<file path="src/core/tfs_pkg.sv">
`default_nettype none
package tfs_pkg;
    // clock rates: the sequencer counts 25 ns ticks derived from the 8 ns system clock
    localparam int unsigned T_SYS_NS = 8;
    localparam int unsigned T_TICK_NS = 25;
    localparam logic [7:0] TICK_NUM = 8'h28; // 40 ticks per 125 system cycles
    localparam logic [7:0] TICK_DEN = 8'h7d;

    // device register indices (printed offsets, not byte addresses)
    localparam logic [7:0] REG_TRIG_IDX = 8'h00;
    localparam logic [7:0] REG_WAKE_IDX = 8'h26;
    localparam logic [7:0] REG_MODE_IDX = 8'h27;
    localparam logic [7:0] REG_FRAME_IDX = 8'h9f;

    // field positions and widths
    localparam int unsigned TRIG_BIT = 23;
    localparam int unsigned WAKE_LSB = 10;
    localparam int unsigned WAKE_W = 14;
    localparam int unsigned MODE_LSB = 0;
    localparam int unsigned MODE_W = 2;
    localparam int unsigned NFRM_LSB = 2;
    localparam int unsigned NFRM_W = 6;
    localparam int unsigned SUB_LSB = 0;
    localparam int unsigned SUB_W = 12;
    localparam int unsigned AVG_LSB = 12;
    localparam int unsigned CUR_W = 5;

    // reset values of the configuration fields
    localparam logic [13:0] WAKE_RST = 14'h0000;
    localparam logic [1:0] MODE_RST = 2'h0;
    localparam logic [5:0] NFRM_RST = 6'h00;
    localparam logic [11:0] SUB_RST = 12'h000;
    localparam logic [11:0] AVG_RST = 12'h000;

    // operating mode codes
    localparam logic [1:0] MODE_CONT = 2'h0;
    localparam logic [1:0] MODE_MONO = 2'h3;

    // sub-frame timing in ticks
    localparam int unsigned SUBFRAME_TICKS = 10000;
    localparam int unsigned INTEG_TICKS = 8192;
    localparam logic [19:0] WAKE_MULT = 20'h00040;
    localparam logic [19:0] WAKE_ADD = 20'h00002;

    // pin pulse widths
    localparam int unsigned T_TRIG_MIN_NS = 100;
    localparam int unsigned T_TRIG_MAX_NS = 1000;
    localparam int unsigned T_RESET_MIN_NS = 30000;
    localparam int unsigned T_TRIG_HOST_NS = 500;
    localparam int unsigned T_RESET_MARGIN_NS = 128;
    localparam logic [11:0] TRIG_MIN_CYC = 12'((T_TRIG_MIN_NS + T_SYS_NS - 1) / T_SYS_NS);
    localparam logic [11:0] TRIG_MAX_CYC = 12'(T_TRIG_MAX_NS / T_SYS_NS);
    localparam logic [11:0] RESET_MIN_CYC = 12'((T_RESET_MIN_NS + T_SYS_NS - 1) / T_SYS_NS);
    localparam logic [11:0] HOST_TRIG_CYC = 12'(T_TRIG_HOST_NS / T_SYS_NS);
    localparam logic [11:0] HOST_RESET_CYC =
        12'((T_RESET_MIN_NS + T_RESET_MARGIN_NS + T_SYS_NS - 1) / T_SYS_NS);

    // least wake delay; the 14-bit field itself caps the delay near 26.2 ms
    localparam int unsigned T_WAKE_MIN_NS = 400000;
    localparam logic [13:0] WAKE_MIN_FIELD =
        14'((T_WAKE_MIN_NS / T_TICK_NS - 2 + 63) / 64);

    // host controller register indices and fields
    localparam logic [2:0] H_CMD = 3'h0;
    localparam logic [2:0] H_WDATA = 3'h1;
    localparam logic [2:0] H_RDATA = 3'h2;
    localparam logic [2:0] H_STAT = 3'h3;
    localparam logic [2:0] H_MASK = 3'h4;
    localparam int unsigned CMD_RD = 8;
    localparam int unsigned CMD_TRIG = 9;
    localparam int unsigned CMD_RESET = 10;
    localparam int unsigned EV_FRAME = 0;
    localparam int unsigned EV_READY = 1;
    localparam int unsigned EV_DONE = 2;
    localparam int unsigned EV_RDONE = 3;
    localparam int unsigned EV_W = 4;
endpackage
`default_nettype wire

</file>
<file path="src/core/tfs_link_if.sv">
`default_nettype none
interface tfs_link_if;
    // register access channel
    logic [7:0] reg_addr;
    logic [23:0] reg_wdata;
    logic reg_wr;
    logic reg_rd;
    logic [23:0] reg_rdata;
    // dual-purpose reset/trigger pin, driven by the host only
    logic reset_trigger_pin_n;
    // sequencer events and results
    logic frame_start_pulse;
    logic data_ready;
    logic sleeping;
    logic [15:0] amplitude_result;

    modport dev(
        input reg_addr, reg_wdata, reg_wr, reg_rd, reset_trigger_pin_n,
        output reg_rdata, frame_start_pulse, data_ready, sleeping, amplitude_result
    );
    modport host(
        output reg_addr, reg_wdata, reg_wr, reg_rd, reset_trigger_pin_n,
        input reg_rdata, frame_start_pulse, data_ready, sleeping, amplitude_result
    );
endinterface
`default_nettype wire

</file>
<file path="src/core/tfs_device.sv">
// Operation
// - mode 0 free-running, 3 single-shot, others idle
// - free-running repeats frames back to back
// - single-shot sleeps until pin or register trigger
// - wake delay, then N frames, then sleep
// - triggers during a capture are ignored
// - wake delay is 64 times field plus 2
// - host keeps written wake delays within 0.4-26.2 ms; reset field 0 gives 2 ticks
// - long low pulse resets, short one triggers
// - trigger bit clears itself at last data ready
// - one fixed illumination current per frame
// - sub-frame lasts exactly 10000 ticks
// - first 8192 ticks integrate, rest processes
// - frame holds sub-frame field plus one
// - average field plus one sub-frames averaged
// - non power-of-two averages scale amplitude down
`default_nettype none
module tfs_device
    import tfs_pkg::*;
#(
    parameter int unsigned AMP_W = 16,
    parameter int unsigned SUB_TICKS = SUBFRAME_TICKS,
    parameter int unsigned INT_TICKS = INTEG_TICKS
) (
    // clock and reset
    input wire logic sys_clk,
    input wire logic nrst,
    // link to the host
    tfs_link_if.dev link,
    // front-end side
    input wire logic [CUR_W-1:0] illum_current_cfg,
    input wire logic [AMP_W-1:0] amp_sample,
    output logic integrate_active,
    output logic illum_on,
    output logic [CUR_W-1:0] illum_current
);
    localparam int unsigned SUM_W = AMP_W + SUB_W;

    // elaboration check: the result path is sized for 16 bits and the tick counter for 14
    if (AMP_W != 16 || INT_TICKS == 0 || INT_TICKS >= SUB_TICKS || SUB_TICKS > 16383) begin
        $error("tfs_device: unsupported parameter values");
    end

    typedef enum logic [1:0] {ST_SLEEP, ST_WAKE, ST_RUN} tfs_state_e;

    // shift that divides by the next power of two at or above n
    function automatic logic [3:0] tfs_ceil_log2(input logic [12:0] n);
        logic [3:0] k;
        k = 4'h0;
        for (int i = 0; i < 13; i++) begin
            if ((13'h0001 << i) < n) begin
                k = 4'(i + 1);
            end
        end
        return k;
    endfunction

    tfs_state_e state_r;
    logic [7:0] acc_r;
    logic tick_r;
    logic pin_s1_r, pin_s2_r, pin_prev_r;
    logic [11:0] low_cnt_r;
    logic pin_reset_r, pin_trig_r;
    logic [13:0] wake_r;
    logic [1:0] mode_r;
    logic [5:0] nfrm_r;
    logic [11:0] sub_r, avg_r;
    logic trig_bit_r;
    logic [19:0] wake_cnt_r;
    logic [13:0] sub_tick_r;
    logic [11:0] sub_idx_r, n_sub_r, n_avg_r;
    logic [6:0] frame_cnt_r;
    logic [SUM_W-1:0] amp_acc_r;
    logic [23:0] rdata_r;
    logic frame_start_r, data_ready_r;
    logic [AMP_W-1:0] amp_res_r;
    logic integ_r;
    logic [CUR_W-1:0] cur_r;

    logic [8:0] acc_sum;
    logic soft_rst, pin_rise, trig_write, start_trig;
    logic [19:0] wake_target;
    logic wake_done, sub_end, frame_end, last_frame, keep_running, start_frame, capture_done;
    logic [SUM_W-1:0] amp_sum;
    logic [SUM_W-1:0] amp_scaled;

    // fractional divider: 40 ticks per 125 system cycles gives the 25 ns tick on average
    assign acc_sum = {1'b0, acc_r} + {1'b0, TICK_NUM};
    always_ff @(posedge sys_clk or negedge nrst) begin
        if (!nrst) begin
            acc_r <= 8'h00;
            tick_r <= 1'b0;
        end else if (acc_sum >= {1'b0, TICK_DEN}) begin
            acc_r <= 8'(acc_sum - {1'b0, TICK_DEN});
            tick_r <= 1'b1;
        end else begin
            acc_r <= acc_sum[7:0];
            tick_r <= 1'b0;
        end
    end

    // pin synchroniser; only the second stage is looked at
    always_ff @(posedge sys_clk or negedge nrst) begin
        if (!nrst) begin
            pin_s1_r <= 1'b1;
            pin_s2_r <= 1'b1;
            pin_prev_r <= 1'b1;
        end else begin
            pin_s1_r <= link.reset_trigger_pin_n;
            pin_s2_r <= pin_s1_r;
            pin_prev_r <= pin_s2_r;
        end
    end

    assign pin_rise = pin_s2_r && !pin_prev_r;

    // low-time counter saturates at the reset width, so a long hold cannot wrap
    always_ff @(posedge sys_clk or negedge nrst) begin
        if (!nrst) begin
            low_cnt_r <= 12'h000;
        end else if (pin_s2_r) begin
            low_cnt_r <= 12'h000;
        end else if (low_cnt_r < RESET_MIN_CYC) begin
            low_cnt_r <= low_cnt_r + 12'h001;
        end
    end

    // pulse width is judged at release, so a reset takes effect when the pin goes high
    always_ff @(posedge sys_clk or negedge nrst) begin
        if (!nrst) begin
            pin_reset_r <= 1'b0;
            pin_trig_r <= 1'b0;
        end else begin
            pin_reset_r <= pin_rise && (low_cnt_r >= RESET_MIN_CYC);
            pin_trig_r <= pin_rise && (low_cnt_r >= TRIG_MIN_CYC) && (low_cnt_r <= TRIG_MAX_CYC);
        end
    end

    assign soft_rst = pin_reset_r;
    assign trig_write = link.reg_wr && (link.reg_addr == REG_TRIG_IDX) && link.reg_wdata[TRIG_BIT];
    assign start_trig = pin_trig_r || trig_write;

    // configuration registers, cleared again by a pin reset
    always_ff @(posedge sys_clk or negedge nrst) begin
        if (!nrst) begin
            wake_r <= WAKE_RST;
            mode_r <= MODE_RST;
            nfrm_r <= NFRM_RST;
            sub_r <= SUB_RST;
            avg_r <= AVG_RST;
        end else if (soft_rst) begin
            wake_r <= WAKE_RST;
            mode_r <= MODE_RST;
            nfrm_r <= NFRM_RST;
            sub_r <= SUB_RST;
            avg_r <= AVG_RST;
        end else if (link.reg_wr) begin
            if (link.reg_addr == REG_WAKE_IDX) begin
                wake_r <= link.reg_wdata[WAKE_LSB +: WAKE_W];
            end
            if (link.reg_addr == REG_MODE_IDX) begin
                mode_r <= link.reg_wdata[MODE_LSB +: MODE_W];
                nfrm_r <= link.reg_wdata[NFRM_LSB +: NFRM_W];
            end
            if (link.reg_addr == REG_FRAME_IDX) begin
                sub_r <= link.reg_wdata[SUB_LSB +: SUB_W];
                avg_r <= link.reg_wdata[AVG_LSB +: SUB_W];
            end
        end
    end

    // sequencer timing terms
    // ticks from trigger to frame start
    assign wake_target = (WAKE_MULT * {6'h00, wake_r}) + WAKE_ADD;
    assign wake_done = (state_r == ST_WAKE) && tick_r && (wake_cnt_r == wake_target - 20'h00001);
    assign sub_end = (state_r == ST_RUN) && tick_r && (sub_tick_r == 14'(SUB_TICKS - 1));
    assign frame_end = sub_end && (sub_idx_r == n_sub_r);
    assign last_frame = (frame_cnt_r + 7'h01) >= {1'b0, nfrm_r};
    // only code 0 repeats, only code 3 counts frames
    assign keep_running = (mode_r == MODE_CONT) || ((mode_r == MODE_MONO) && !last_frame);
    assign capture_done = frame_end && (mode_r == MODE_MONO) && last_frame;
    assign start_frame = ((state_r == ST_SLEEP) && (mode_r == MODE_CONT)) || wake_done ||
                         (frame_end && keep_running);

    // main state
    always_ff @(posedge sys_clk or negedge nrst) begin
        if (!nrst) begin
            state_r <= ST_SLEEP;
        end else if (soft_rst) begin
            state_r <= ST_SLEEP;
        end else begin
            unique case (state_r)
                ST_SLEEP: begin
                    if (start_frame) begin
                        state_r <= ST_RUN;
                    end else if ((mode_r == MODE_MONO) && start_trig) begin
                        state_r <= ST_WAKE;
                    end
                end
                ST_WAKE: begin
                    if (wake_done) begin
                        state_r <= ST_RUN;
                    end
                end
                ST_RUN: begin
                    // back to sleep after the last frame
                    if (frame_end && !keep_running) begin
                        state_r <= ST_SLEEP;
                    end
                end
            endcase
        end
    end

    // register trigger bit; a write during a capture finds the state busy and is dropped
    always_ff @(posedge sys_clk or negedge nrst) begin
        if (!nrst) begin
            trig_bit_r <= 1'b0;
        end else if (soft_rst) begin
            trig_bit_r <= 1'b0;
        end else if (capture_done) begin
            trig_bit_r <= 1'b0;
        end else if ((state_r == ST_SLEEP) && (mode_r == MODE_MONO) && trig_write) begin
            trig_bit_r <= 1'b1;
        end
    end

    // counters of wake ticks, sub-frame ticks, sub-frames and frames
    always_ff @(posedge sys_clk or negedge nrst) begin
        if (!nrst) begin
            wake_cnt_r <= 20'h00000;
            sub_tick_r <= 14'h0000;
            sub_idx_r <= 12'h000;
            frame_cnt_r <= 7'h00;
        end else if (soft_rst || (state_r == ST_SLEEP)) begin
            wake_cnt_r <= 20'h00000;
            sub_tick_r <= 14'h0000;
            sub_idx_r <= 12'h000;
            frame_cnt_r <= 7'h00;
        end else begin
            if ((state_r == ST_WAKE) && tick_r) begin
                wake_cnt_r <= wake_cnt_r + 20'h00001;
            end
            if (start_frame || sub_end) begin
                sub_tick_r <= 14'h0000;
            end else if ((state_r == ST_RUN) && tick_r) begin
                sub_tick_r <= sub_tick_r + 14'h0001;
            end
            if (start_frame) begin
                sub_idx_r <= 12'h000;
            end else if (sub_end) begin
                sub_idx_r <= sub_idx_r + 12'h001;
            end
            if (frame_end) begin
                frame_cnt_r <= frame_cnt_r + 7'h01;
            end
        end
    end

    // per-frame settings are latched at frame start so host writes cannot upset a frame
    always_ff @(posedge sys_clk or negedge nrst) begin
        if (!nrst) begin
            n_sub_r <= SUB_RST;
            n_avg_r <= AVG_RST;
            cur_r <= '0;
        end else if (start_frame) begin
            n_sub_r <= sub_r;
            n_avg_r <= avg_r;
            cur_r <= illum_current_cfg;
        end
    end

    assign amp_sum = amp_acc_r + ((sub_idx_r <= n_avg_r) ? SUM_W'(amp_sample) : '0);
    // divide by next power of two
    assign amp_scaled = amp_sum >> tfs_ceil_log2({1'b0, n_avg_r} + 13'h0001);

    always_ff @(posedge sys_clk or negedge nrst) begin
        if (!nrst) begin
            amp_acc_r <= '0;
            amp_res_r <= '0;
        end else if (start_frame) begin
            amp_acc_r <= '0;
            if (frame_end) begin
                amp_res_r <= amp_scaled[AMP_W-1:0];
            end
        end else if (sub_end) begin
            amp_acc_r <= amp_sum;
            if (frame_end) begin
                amp_res_r <= amp_scaled[AMP_W-1:0];
            end
        end
    end

    // event strobes and front-end levels; integration lags the tick count by one cycle
    always_ff @(posedge sys_clk or negedge nrst) begin
        if (!nrst) begin
            frame_start_r <= 1'b0;
            data_ready_r <= 1'b0;
            integ_r <= 1'b0;
        end else begin
            frame_start_r <= start_frame && !soft_rst;
            data_ready_r <= frame_end && !soft_rst;
            integ_r <= (state_r == ST_RUN) && (sub_tick_r < 14'(INT_TICKS));
        end
    end

    // register read port; unmapped indices read zero
    always_ff @(posedge sys_clk or negedge nrst) begin
        if (!nrst) begin
            rdata_r <= 24'h000000;
        end else if (link.reg_rd) begin
            case (link.reg_addr)
                REG_TRIG_IDX: rdata_r <= {trig_bit_r, 23'h000000};
                REG_WAKE_IDX: rdata_r <= {wake_r, 10'h000};
                REG_MODE_IDX: rdata_r <= {16'h0000, nfrm_r, mode_r};
                REG_FRAME_IDX: rdata_r <= {avg_r, sub_r};
                default: rdata_r <= 24'h000000;
            endcase
        end else begin
            rdata_r <= 24'h000000;
        end
    end

    assign link.reg_rdata = rdata_r;
    assign link.frame_start_pulse = frame_start_r;
    assign link.data_ready = data_ready_r;
    assign link.sleeping = (state_r == ST_SLEEP);
    assign link.amplitude_result = amp_res_r;
    assign integrate_active = integ_r;
    assign illum_on = integ_r;
    assign illum_current = cur_r;
endmodule
`default_nettype wire

</file>
<file path="src/flat_wrapper.sv">
// flat-port wrapper written by rule: the top's interface ports become plain ports
module tfs_device_flat import tfs_pkg::*;
#(
    parameter int unsigned AMP_W = 16,
    parameter int unsigned SUB_TICKS = SUBFRAME_TICKS,
    parameter int unsigned INT_TICKS = INTEG_TICKS
)
  (sys_clk, nrst, illum_current_cfg, amp_sample, integrate_active, illum_on, illum_current, link_reg_addr, link_reg_wdata, link_reg_wr, link_reg_rd, link_reset_trigger_pin_n, link_reg_rdata, link_frame_start_pulse, link_data_ready, link_sleeping, link_amplitude_result);
  tfs_link_if link_i ();
  input wire logic sys_clk;
  input wire logic nrst;
  input wire logic [CUR_W-1:0] illum_current_cfg;
  input wire logic [AMP_W-1:0] amp_sample;
  output logic integrate_active;
  output logic illum_on;
  output logic [CUR_W-1:0] illum_current;
  input wire logic [$bits(link_i.reg_addr)-1:0] link_reg_addr;
  input wire logic [$bits(link_i.reg_wdata)-1:0] link_reg_wdata;
  input wire logic [$bits(link_i.reg_wr)-1:0] link_reg_wr;
  input wire logic [$bits(link_i.reg_rd)-1:0] link_reg_rd;
  input wire logic [$bits(link_i.reset_trigger_pin_n)-1:0] link_reset_trigger_pin_n;
  output wire logic [$bits(link_i.reg_rdata)-1:0] link_reg_rdata;
  output wire logic [$bits(link_i.frame_start_pulse)-1:0] link_frame_start_pulse;
  output wire logic [$bits(link_i.data_ready)-1:0] link_data_ready;
  output wire logic [$bits(link_i.sleeping)-1:0] link_sleeping;
  output wire logic [$bits(link_i.amplitude_result)-1:0] link_amplitude_result;
  assign link_i.reg_addr = link_reg_addr;
  assign link_i.reg_wdata = link_reg_wdata;
  assign link_i.reg_wr = link_reg_wr;
  assign link_i.reg_rd = link_reg_rd;
  assign link_i.reset_trigger_pin_n = link_reset_trigger_pin_n;
  assign link_reg_rdata = link_i.reg_rdata;
  assign link_frame_start_pulse = link_i.frame_start_pulse;
  assign link_data_ready = link_i.data_ready;
  assign link_sleeping = link_i.sleeping;
  assign link_amplitude_result = link_i.amplitude_result;
  tfs_device #(.AMP_W(AMP_W), .SUB_TICKS(SUB_TICKS), .INT_TICKS(INT_TICKS)) u_core (.sys_clk(sys_clk), .nrst(nrst), .link(link_i), .illum_current_cfg(illum_current_cfg), .amp_sample(amp_sample), .integrate_active(integrate_active), .illum_on(illum_on), .illum_current(illum_current));
endmodule
</file>
<file path="config.mk">
export PLATFORM = sky130hd
export DESIGN_NAME = tfs_device_flat
export DESIGN_NICKNAME = d
export VERILOG_FILES = /design/src/core/tfs_pkg.sv /design/src/core/tfs_link_if.sv /design/src/core/tfs_device.sv /design/src/flat_wrapper.sv
export SDC_FILE = /design/constraint.sdc
export NUM_CORES = 1
export LEC_CHECK = 0
export ABC_CLOCK_PERIOD_IN_PS = 7050
export BUFFER_PORTS_ARGS = -buffer_cell sky130_fd_sc_hd__buf_2
export CORE_MARGIN = 4
export CORE_UTILIZATION = 35
export CTS_BUF_LIST = sky130_fd_sc_hd__clkbuf_4
export CTS_CLUSTER_DIAMETER = 40
export DETAILED_ROUTE_END_ITERATION = 8
export HOLD_SLACK_MARGIN = 0.06
export PLACE_DENSITY = 0.56
export SYNTH_ARGS = -nofsm -noshare
export SYNTH_HDL_FRONTEND = slang
export SYNTH_SLANG_ARGS = --single-unit
</file>
<file path="constraint.sdc">
create_clock -name sys_clk -period 7.05 [get_ports sys_clk]
set_clock_uncertainty 0.05 [all_clocks]
set_input_delay 0.3525 -clock sys_clk [delete_from_list [all_inputs] [get_ports sys_clk]]
set_output_delay 0.3525 -clock sys_clk [all_outputs]
set_load 0.05 [all_outputs]
</file>
# After elaboration in Yosys (flattened, before gate mapping)
# Index checks and enable logic that the tools add are counted.
[totals]
register_bits = 228
inputBits = 58
elab_cells = 183
[op_classes]
n_addsub = 11
magnitude_cmp = 21
eq_ne = 12
n_shift = 1
n_mux = 59
n_reduce_logical = 51
[ops]
columns = ["op", "n"]
rows = [
  ["$mux 12", 11],
  ["$pmux 24 s4", 1],
  ["$mux 14", 6],
  ["$mux 16", 4],
  ["$mux 28", 2],
  ["$mux 20", 2],
  ["$add 28x28->28", 1],
  ["$shr 28x4->16", 1],
  ["$add 12x1->12 const B", 2],
  ["$mux 24", 1],
  ["$mux 4", 6],
  ["$logic_and 1x1->1", 23],
  ["$add 20x1->20 const B", 1],
  ["$add 20x2->20 const B", 1],
  ["$eq 20x20->1", 1],
  ["$mux 2", 10],
  ["$sub 20x1->20 const B", 1],
  ["$mux 6", 3],
  ["$eq 8x6->1 const B", 2],
  ["$reduce_bool 2->1", 8],
  ["$add 14x1->14 const B", 1],
  ["$eq 14x14->1 const B", 1],
  ["$lt 14x14->1 const B", 1],
  ["$mux 7", 2],
  ["other kinds (41)", 63],
]

# Logic depth before layout (Yosys ltp)
# Gate-level depths: netlist of run 1.
[logic_depth]
ltp_word = 19
mapped_depth = 29
mapped_depth_nobuf = 26

# Worst setup path before layout of run 1
# OpenSTA, ideal clock, no wires.
[synth_timing]
path_kind = "register -> register"
startpoint = "reg u_core.n_avg_r[5]"
endpoint = "reg u_core.amp_res_r[1], in the netlist u_core.link.amplitude_result[1]"
setup_time_ps = 67
t_arrival_ps = 4858
path_slack_ps = 2075
stages_incl_launch_ff = 30
n_path_buf = 3
synth_period_minus_slack_ps = 4975
path_cell_list = "dfrtp_1 buf_2 inv_1 ha_1 a21o_1 a21oi_1 nor2b_1 o21ai_0 nand2b_1 a21oi_1 nor2b_1 o21ai_0 a22oi_1 clkbuf_1 nor2b_1 ha_1 inv_1 fa_1 nor2b_1 o31a_1 o2111ai_1 a21o_1 and2_1 clkbuf_1 xnor2_1 mux2i_1 mux2_2 mux2_2 o221ai_2 mux2_2"
[synth_via]
elab_chain_len = 19
word_cells_on_any_way = 34
cone_classes = "2 x add/sub; 14 x order compare; 1 x shift; 17 x mux"
[synth_rtl]
columns = ["item", "line_no", "source"]
rows = [
  ["start, declared", "tfs_device.sv:71", "logic [11:0] sub_idx_r, n_sub_r, n_avg_r;"],
  ["start signal, assigned", "tfs_device.sv:268", "n_avg_r <= avg_r;"],
  ["$add 12x1->13", "tfs_device.sv:275", "assign amp_scaled = amp_sum >> tfs_ceil_log2({1'b0, n_avg_r} + 13'h0001);"],
  ["$lt 1x13->1", "tfs_device.sv:51", "if ((13'h0001 << i) < n) begin"],
  ["$mux 1", "tfs_device.sv:51", ""],
  ["$mux 2 (2 in a row)", "tfs_device.sv:51", ""],
  ["$mux 3 (4 in a row)", "tfs_device.sv:51", ""],
  ["$mux 4 (6 in a row)", "tfs_device.sv:51", ""],
  ["$shr 28x4->16 (*)", "tfs_device.sv:275", ""],
  ["$mux 16 (*)", "tfs_device.sv:283, tfs_device.sv:288", ""],
  ["$mux 16", "tfs_device.sv:286", "end else if (sub_end) begin"],
  ["$mux 16 (*)", "tfs_device.sv:281", "end else if (start_frame) begin"],
  ["end signal, assigned", "tfs_device.sv:284", "amp_res_r <= amp_scaled[AMP_W-1:0];"],
  ["end signal, assigned", "tfs_device.sv:289", "amp_res_r <= amp_scaled[AMP_W-1:0];"],
  ["end, declared", "tfs_device.sv:76", "logic [AMP_W-1:0] amp_res_r;"],
]
# Mark *: on every way between the ends. The rest lies on a longest branch, timed or not. The select of a mux whose other input is x is not followed.
# A chain may end at the register's enable or synchronous reset.

# Worst setup path after layout of run 1
[layout_timing]
startpoint = "reg u_core.n_avg_r[4]"
endpoint = "reg u_core.amp_res_r[11], in the netlist u_core.link.amplitude_result[11]"
# Same word-level chain as after synthesis.

==> results.toml, run 1 <==
[outcome]
outcome = "finished clean"

[final_layout]
layout-drive-gt1-share_pct = 17.9
multi_input_comb_area_um2 = 7610
seqCellArea_um2 = 5710
final_core_util_pct = 41.3
stdcell_area_um2 = 16100
filler_cell_count = 3976
synthToLayoutAreaGrowth_pct = 16.1
layout_commonest_cell = "dfrtp_1"
top_library_cells_by_usage_in_the_layout_fill_and_taps_aside = "225 x dfrtp_1, 200 x nand2_1, 154 x nor2_1"
nets = 1777

[critical_path]
critPathKind = "flip-flop to flip-flop"
critical_path_buf_inv_count = 2
worstPathArrival_ns = 6.33
r2r_slack_ns = 1.25
cpMaxStageDelayCell = "dfrtp_1"
cp_data_required_time_ns = 7.58
cpLargestDelayFamily = "compound AO/OA/AOI/OAI gates"
crit-reg2reg-launch = "u_core.n_avg_r[4]$_DFFE_PN0N_"
r2r_end = "u_core.link.amplitude_result[11]$_DFFE_PN0P_"
critical_path.max_stage_delay_ns = 0.62
kind_of_end_point_of_the_critical_path = "flip-flop"
crit_path_start_kind = "flip-flop"
critical_path_peak_fanout = 17
worstRegToRegCells = 25
cp-startpoint = "u_core.n_avg_r[4]$_DFFE_PN0N_"

[drt]
iteration_0_drc_markers = 720
final_antenna_net_count = 0
dr_total_vias = 11680
detailroute.wirelength.met3_mm = 1.67
routed-wl-met2_mm = 17.8
drt-total-wl_mm = 37.6
route.detailed.drc = 0
wl_per_cell_um = 16.8
dr.max_layer_used = "met4"
wl_met1_mm = 16.8
route.detailed.vias_per_inst = 5.21
drt_pre_antenna_iters = 6

[yosys]
synth_async_reset_ratio_pct = 100
synth_enable_flop_cells = 0
synth.ff_latch_count = 228
ys_types = 90
yosys.area.top_type = "dfrtp_1"
syn-num-nets = 1636
synth.area.top_cells = "dfrtp_1 41%, nand2_1 5.4%, xor2_1 4.9%, ha_1 4.6%, a21oi_1 4.3%"
synth_cells = 1526
synthesized_cell_area_um2 = 13800
synthesis.area_per_instance_um2 = 9.07
netlist.area_leader.share_pct = 40.7
synth.yosys.warnings = 0
synth_top_flop_cell = "dfrtp_1"
yosysSeqAreaShare_pct = 41.2

[sta]
finalHoldWorstSlack_ns = 0.197
report.final.hold_viol_count = 0
final_min_period_over_clock_period_pct = 82.3
setup_violations = 0
finalSetupTns_ns = 0
timing.slew.headroom_pct = 27.0
layout_setup_ws_ns = 1.25
timing.final.crit_period_ns = 5.80
fmax_mhz = 172
rsz0062_at_grt = "false"
worst_pin_slew_ns = 1.09
slew_viol_final = 0

[clock_tree]
clock-sinks = 228
postcts_resize_cnt = 0
cts_htree_levels = 3
clkLatencyLatePin_ns = 0.73
clkSlewWorstSetupHoldPaths_ns = 0.07
tritoncts.num_buffers = 69
cts_tree = "built"
postCtsSetupBuffers = 0
postCtsHoldBufs = 37
cts_root_buf = "clkbuf_4"
cts.path.max_buffers = 3

[floorplanning]
floorplan.io_pins = 108
core_area_um2 = 38900
initial_utilization_pct = 35.6
rows = 72
die-width_um = 207
fp.dieArea_um2 = 42800
floorplan.die.height_um = 207

[place]
preCtsSetupSlack_ns = 1.43
portBuffers = 107
place_congestion = 0.863
place_hpwl_mm = 26.2
placement.cell_area_um2 = 14800

[grt]
vias_in_the_first_global_route = 11638
grt_start_max_net_pins = 120
grt_remaining_overflow = 0
grt_pass1_wl_mm = 61.0
grt_antenna_before_repair = 5
grt_usage_pct = 17.6

[power_and_ir_drop]
powerDensity_nw_per_um2 = 335
irDropWorstVdd_v = 0.000271
power.leakage_nw = 7.27

[min_path]
hold_end = "u_core.sub_r[5]$_DFFE_PN0P_"
min_delay_startpoint = "link_reg_addr[7]"
hold-path-cell-count = 5
holdCritPathClass = "primary input to flip-flop"

[flow_run]
reported_max_cap_violation_count = 0
cells in the mapped netlist (6+ instances only):
library cell,n
nor3b_1,7
mux2_2,37
inv_1,42
buf_1,7
ha_1,51
buf_4,8
and2_1,6
nand2b_1,13
buf_2,10
xor2_1,78
dfrtp_1,225
clkbuf_1,56
a21o_1,11
nor2_1,155
nand2_1,200
mux2i_1,40
and4_1,9
o211ai_1,7
or2_2,9
nand4_1,21
a22oi_1,26
a211oi_1,8
or3_1,13
nor2b_1,28
nand3_1,52
o21ai_0,50
a211o_1,7
nor3_1,25
xnor2_1,54
a21oi_1,119
and3_1,27
nor4_1,13
worst reg2reg max path: stages, from the launching register on:
cell	delay, ns
dfrtp_1	0.62
inv_1	0.19
ha_1	0.24
a21o_1	0.17
a21oi_1	0.14
nor2b_1	0.06
o21ai_0	0.16
nand2b_1	0.08
a21oi_1	0.14
nor2b_1	0.05
o21ai_0	0.15
a22oi_1	0.11
buf_4	0.21
nor2b_1	0.14
ha_1	0.25
a211oi_1	0.30
o21ai_0	0.19
a311oi_1	0.52
o21a_1	0.18
xor2_1	0.45
nor3_1	0.09
a22o_1	0.27
mux2i_1	0.33
o221ai_1	0.16
nor4_1	0.34
a21oi_1	0.07
per-stage QoR:
step,cells,total power [mW]
2_1_floorplan,1526,3.45
3_3_place_gp,2077,3.99
3_5_place_dp,2077,4.00
4_1_cts,2236,5.41
5_1_grt,2241,5.72
6_report,2241,5.39
registers in the layout, summed over array words and instances, names as in the netlist, 2 cells and up:
| signal | flops |
|---|---|
| u_core.n_sub_r | 12 |
| u_core.frame_cnt_r | 7 |
| u_core.sub_idx_r | 12 |
| u_core.state_r | 2 |
| u_core.low_cnt_r | 12 |
| u_core.nfrm_r | 6 |
| u_core.sub_tick_r | 14 |
| u_core.wake_cnt_r | 20 |
| u_core.n_avg_r | 12 |
| u_core.mode_r | 2 |
| u_core.illum_current | 5 |
| u_core.amp_acc_r | 28 |
| u_core.sub_r | 12 |
| u_core.acc_r | 8 |
| u_core.avg_r | 12 |
| u_core.link.reg_rdata | 24 |
| u_core.wake_r | 14 |
| u_core.link.amplitude_result | 16 |
final cells by class:
class | instances | area share, %
timing repair buffer | 155 | 6.29
antenna | 5 | 0.0779
inverter | 42 | 0.981
clock inverter | 16 | 0.779
tap | 518 | 4.03
clock buffer | 106 | 4.95
sequential | 228 | 35.5
multi-input combinational | 1171 | 47.4
how the worst max path moves through the flow:
stage,endpoint,depth (start not counted)
2_1_floorplan,u_core.link.amplitude_result[1]$_DFFE_PN0P_,29
3_3_place_gp,u_core.link.amplitude_result[11]$_DFFE_PN0P_,25
3_5_place_dp,u_core.link.amplitude_result[11]$_DFFE_PN0P_,25
4_1_cts,u_core.link.amplitude_result[11]$_DFFE_PN0P_,25
5_1_grt,u_core.link.amplitude_result[11]$_DFFE_PN0P_,25
6_report,u_core.link.amplitude_result[11]$_DFFE_PN0P_,25
logic make-up after synthesis:
| family | Yosys count | share of synthesized area, % |
|---|---|---|
| AOI/OAI and AO/OA | 306 | 14.4 |
| xor gates and xnor gates | 132 | 8.35 |
| adders and majority gates | 52 | 4.75 |
| buffers and inverters | 127 | 3.97 |
| DFF | 228 | 41.2 |
| muxes | 83 | 6.63 |
| and+or+nand+nor | 598 | 20.6 |
report_power, final:
part,switching [mW],total [mW],internal (mW)
sequential,0.0789,1.46,1.38
combinational,1.59,2.57,0.977
clock,0.600,1.36,0.758
layer usage:
| metal | track usage [%] | vias up |
|---|---|---|
| li1 | - | 5665 |
| met1 | 22.7 | 5678 |
| met2 | 29.0 | 256 |
| met3 | 3.84 | 81 |
| met4 | 6.99 | 0 |
| met5 | 0 | - |
(Power assumes the default switching activity.)
==> inputs of run 2 (changes only) <==
--- a/config.mk
+++ b/config.mk
@@ -5,7 +5,7 @@
 export SDC_FILE = /design/constraint.sdc
 export NUM_CORES = 1
 export LEC_CHECK = 0
-export ABC_CLOCK_PERIOD_IN_PS = 7050
+export ABC_CLOCK_PERIOD_IN_PS = 5100
 export BUFFER_PORTS_ARGS = -buffer_cell sky130_fd_sc_hd__buf_2
 export CORE_MARGIN = 4
 export CORE_UTILIZATION = 35
@@ -13,7 +13,7 @@
 export CTS_CLUSTER_DIAMETER = 40
 export DETAILED_ROUTE_END_ITERATION = 8
 export HOLD_SLACK_MARGIN = 0.06
-export PLACE_DENSITY = 0.56
+export PLACE_DENSITY = 0.58
 export SYNTH_ARGS = -nofsm -noshare
 export SYNTH_HDL_FRONTEND = slang
 export SYNTH_SLANG_ARGS = --single-unit
==> constraint.sdc (replaced) <==
create_clock -name sys_clk -period 5.1 [get_ports sys_clk]
set_clock_uncertainty 0.05 [all_clocks]
set_input_delay 0.255 -clock sys_clk [delete_from_list [all_inputs] [get_ports sys_clk]]
set_output_delay 0.255 -clock sys_clk [all_outputs]
set_load 0.05 [all_outputs]
==> results.toml, run 2 (same netlist as run 1, synthesis figures left out) <==
[sta]
timing.final.crit_period_ns = 4.90
finalHoldWorstSlack_ns = 0.129
slew_viol_final = 0
fmax_mhz = 204
layout_setup_ws_ns = 0.201
setup_violations = 0
report.final.hold_viol_count = 0
final_min_period_over_clock_period_pct = 96.0
rsz0062_at_grt = "true"
worst_pin_slew_ns = 1.37
timing.slew.headroom_pct = 8.54

[grt]
grt_remaining_overflow = 0
grt_usage_pct = 17.6
grt_start_max_net_pins = 120
grt_pass1_wl_mm = 61.4
grt_antenna_before_repair = 1
vias_in_the_first_global_route = 12037

[clock_tree]
cts_htree_levels = 3
clkLatencyLatePin_ns = 0.72
cts_tree = "built"
tritoncts.num_buffers = 70
cts_root_buf = "clkbuf_4"
cts.path.max_buffers = 3
clock-sinks = 228
clkSlewWorstSetupHoldPaths_ns = 0.06

[place]
portBuffers = 107
place_hpwl_mm = 26.4
place_congestion = 0.883
preCtsSetupSlack_ns = -0.125
placement.cell_area_um2 = 15300
place_inst = 2143

[power_and_ir_drop]
share_seq_of_total_power_pct = 25.2
clkPwrFrac_pct = 23.2
power_switching_mw = 3.29
combinationalPowerShare_pct = 51.6
p_int_mw = 4.60
power.switching_fraction_pct = 41.7
power.leakage_nw = 7.65
irDropWorstVdd_v = 0.000357
powerDensity_nw_per_um2 = 471

[final_layout]
final_core_util_pct = 43.0
nets = 1852
reg_with_most_ffs = "u_core.amp_acc_r"
filler_cell_count = 3943
layout-drive-gt1-share_pct = 22.3
stdcell_area_um2 = 16800
synthToLayoutAreaGrowth_pct = 21.0
layout_commonest_cell = "dfrtp_1"
instances_no_fill = 2310
largest_register_ffs = 28
top_library_cells_by_usage_in_the_layout_fill_and_taps_aside = "225 x dfrtp_1, 200 x nand2_1, 154 x nor2_1"

[flow_run]
reported_max_cap_violation_count = 0

[floorplanning]
rows = 72
fp.dieArea_um2 = 42800
floorplan.io_pins = 108
floorplan.die.height_um = 207
initial_utilization_pct = 35.6
core_area_um2 = 38900
die-width_um = 207

[drt]
drt-total-wl_mm = 38.0
iteration_0_drc_markers = 724
route.detailed.vias_per_inst = 5.21
dr_total_vias = 12033
final_antenna_net_count = 0
wl_per_cell_um = 16.4
drt_pre_antenna_iters = 5
route.detailed.drc = 0

[outcome]
outcome = "finished clean"

[critical_path]
crit-reg2reg-launch = "u_core.n_avg_r[5]$_DFFE_PN0N_"
critical_path_peak_fanout = 5
critPathKind = "flip-flop to flip-flop"
kind_of_end_point_of_the_critical_path = "flip-flop"
cp_data_required_time_ns = 5.59
r2r_end = "u_core.link.amplitude_result[2]$_DFFE_PN0P_"
crit_path_start_kind = "flip-flop"
r2r_slack_ns = 0.20
worstRegToRegCells = 26
worstPathArrival_ns = 5.39

[min_path]
holdCritPathClass = "primary input to async pin"
[run 2: cell count changes in the layout (fill, tap and decap cells not counted), moves of 3 or more]
| cell | before | now |
|---|---|---|
| a21oi_1 | 119 | 115 |
| a21oi_2 | 1 | 5 |
| buf_4 | 10 | 80 |
| clkbuf_4 | 106 | 101 |
| clkinv_1 | 9 | 13 |
| diode_2 | 5 | 1 |
| dlygate4sd3_1 | 37 | 40 |
| o21ai_0 | 50 | 44 |
| o21ai_1 | 4 | 10 |
[run 2: repair_timing]
action                     CTS  global route
hold endpoints to repair   184             0
setup endpoints to repair   13            17
gates resized for setup      5            28
hold buffers                40             0
pin swaps                    3             7
buffers inserted             1             4
[run 2: power by group through the flow]
stage	registers [mW]	clock network [mW]	logic [mW]
floorplan	2.10	0	2.67
global placement	2.02	0	3.79
global route	2.00	2.00	4.38
CTS	1.99	1.91	3.90
detailed placement	2.02	0	3.83
finish	1.99	1.83	4.07
[run 2: worst max-delay path by stage]
| stage | start | end | depth (start not counted) |
|---|---|---|---|
| final | u_core.n_avg_r[5]$_DFFE_PN0N_ | u_core.link.amplitude_result[2]$_DFFE_PN0P_ | 26 |
| after floorplan | u_core.n_avg_r[5]$_DFFE_PN0N_ | u_core.link.amplitude_result[1]$_DFFE_PN0P_ | 29 |
| after CTS | u_core.n_avg_r[5]$_DFFE_PN0N_ | u_core.link.amplitude_result[2]$_DFFE_PN0P_ | 28 |
| after global placement | u_core.n_avg_r[5]$_DFFE_PN0N_ | u_core.link.amplitude_result[11]$_DFFE_PN0P_ | 25 |
| after global routing | u_core.sub_idx_r[5]$_DFFE_PN0P_ | u_core.link.amplitude_result[15]$_DFFE_PN0P_ | 25 |
| after detailed placement | u_core.n_avg_r[5]$_DFFE_PN0N_ | u_core.link.amplitude_result[11]$_DFFE_PN0P_ | 25 |
[run 2: routing by layer]
metal	global-route usage, %	wire (um)	vias to the layer above
met4	7.13	1210	0
met2	29.0	18000	303
met3	3.02	1530	81
li1	-	-	5816
met1	23.2	17200	5833
met5	0	0	-
[run 2: area by class of cell]
| class | count | area, um^2 | share of cell area, % |
|---|---|---|---|
| Tap cell | 518 | 648 | 3.87 |
| Sequential cell | 228 | 5710 | 34.1 |
| Clock inverter | 20 | 148 | 0.881 |
| Timing Repair Buffer | 229 | 1580 | 9.42 |
| Antenna cell | 1 | 2.50 | 0.0149 |
| Inverter | 42 | 158 | 0.941 |
| Clock buffer | 101 | 758 | 4.53 |
| Multi-Input combinational cell | 1171 | 7750 | 46.3 |
[run 2: through the flow]
step | power [mW] | TNS [ns]
4_1_cts | 7.80 | 0
3_3_place_gp | 5.81 | 0
3_5_place_dp | 5.85 | -0.378
5_1_grt | 8.38 | -0.0933
2_1_floorplan | 4.77 | 0
6_report | 7.89 | 0
[run 2: worst max-delay path, cell delays in order (launching register included)]
cell and delay, ns:
dfrtp_1 0.40, inv_2 0.08, ha_4 0.20, a21o_1 0.15, a21oi_1 0.14, nor2b_1 0.06, o21ai_1 0.12, nand2b_1 0.08
a21oi_2 0.14, nor2b_1 0.05, o21ai_1 0.13, a22oi_2 0.16, buf_4 0.17, nor2b_1 0.11, ha_1 0.28, nor2b_2 0.18
o31a_1 0.32, buf_4 0.15, o211ai_1 0.18, nand2b_1 0.16, xor2_2 0.19, buf_4 0.16, mux2_4 0.27, mux2_2 0.31
a22o_1 0.30, o22ai_1 0.13, a21oi_1 0.06
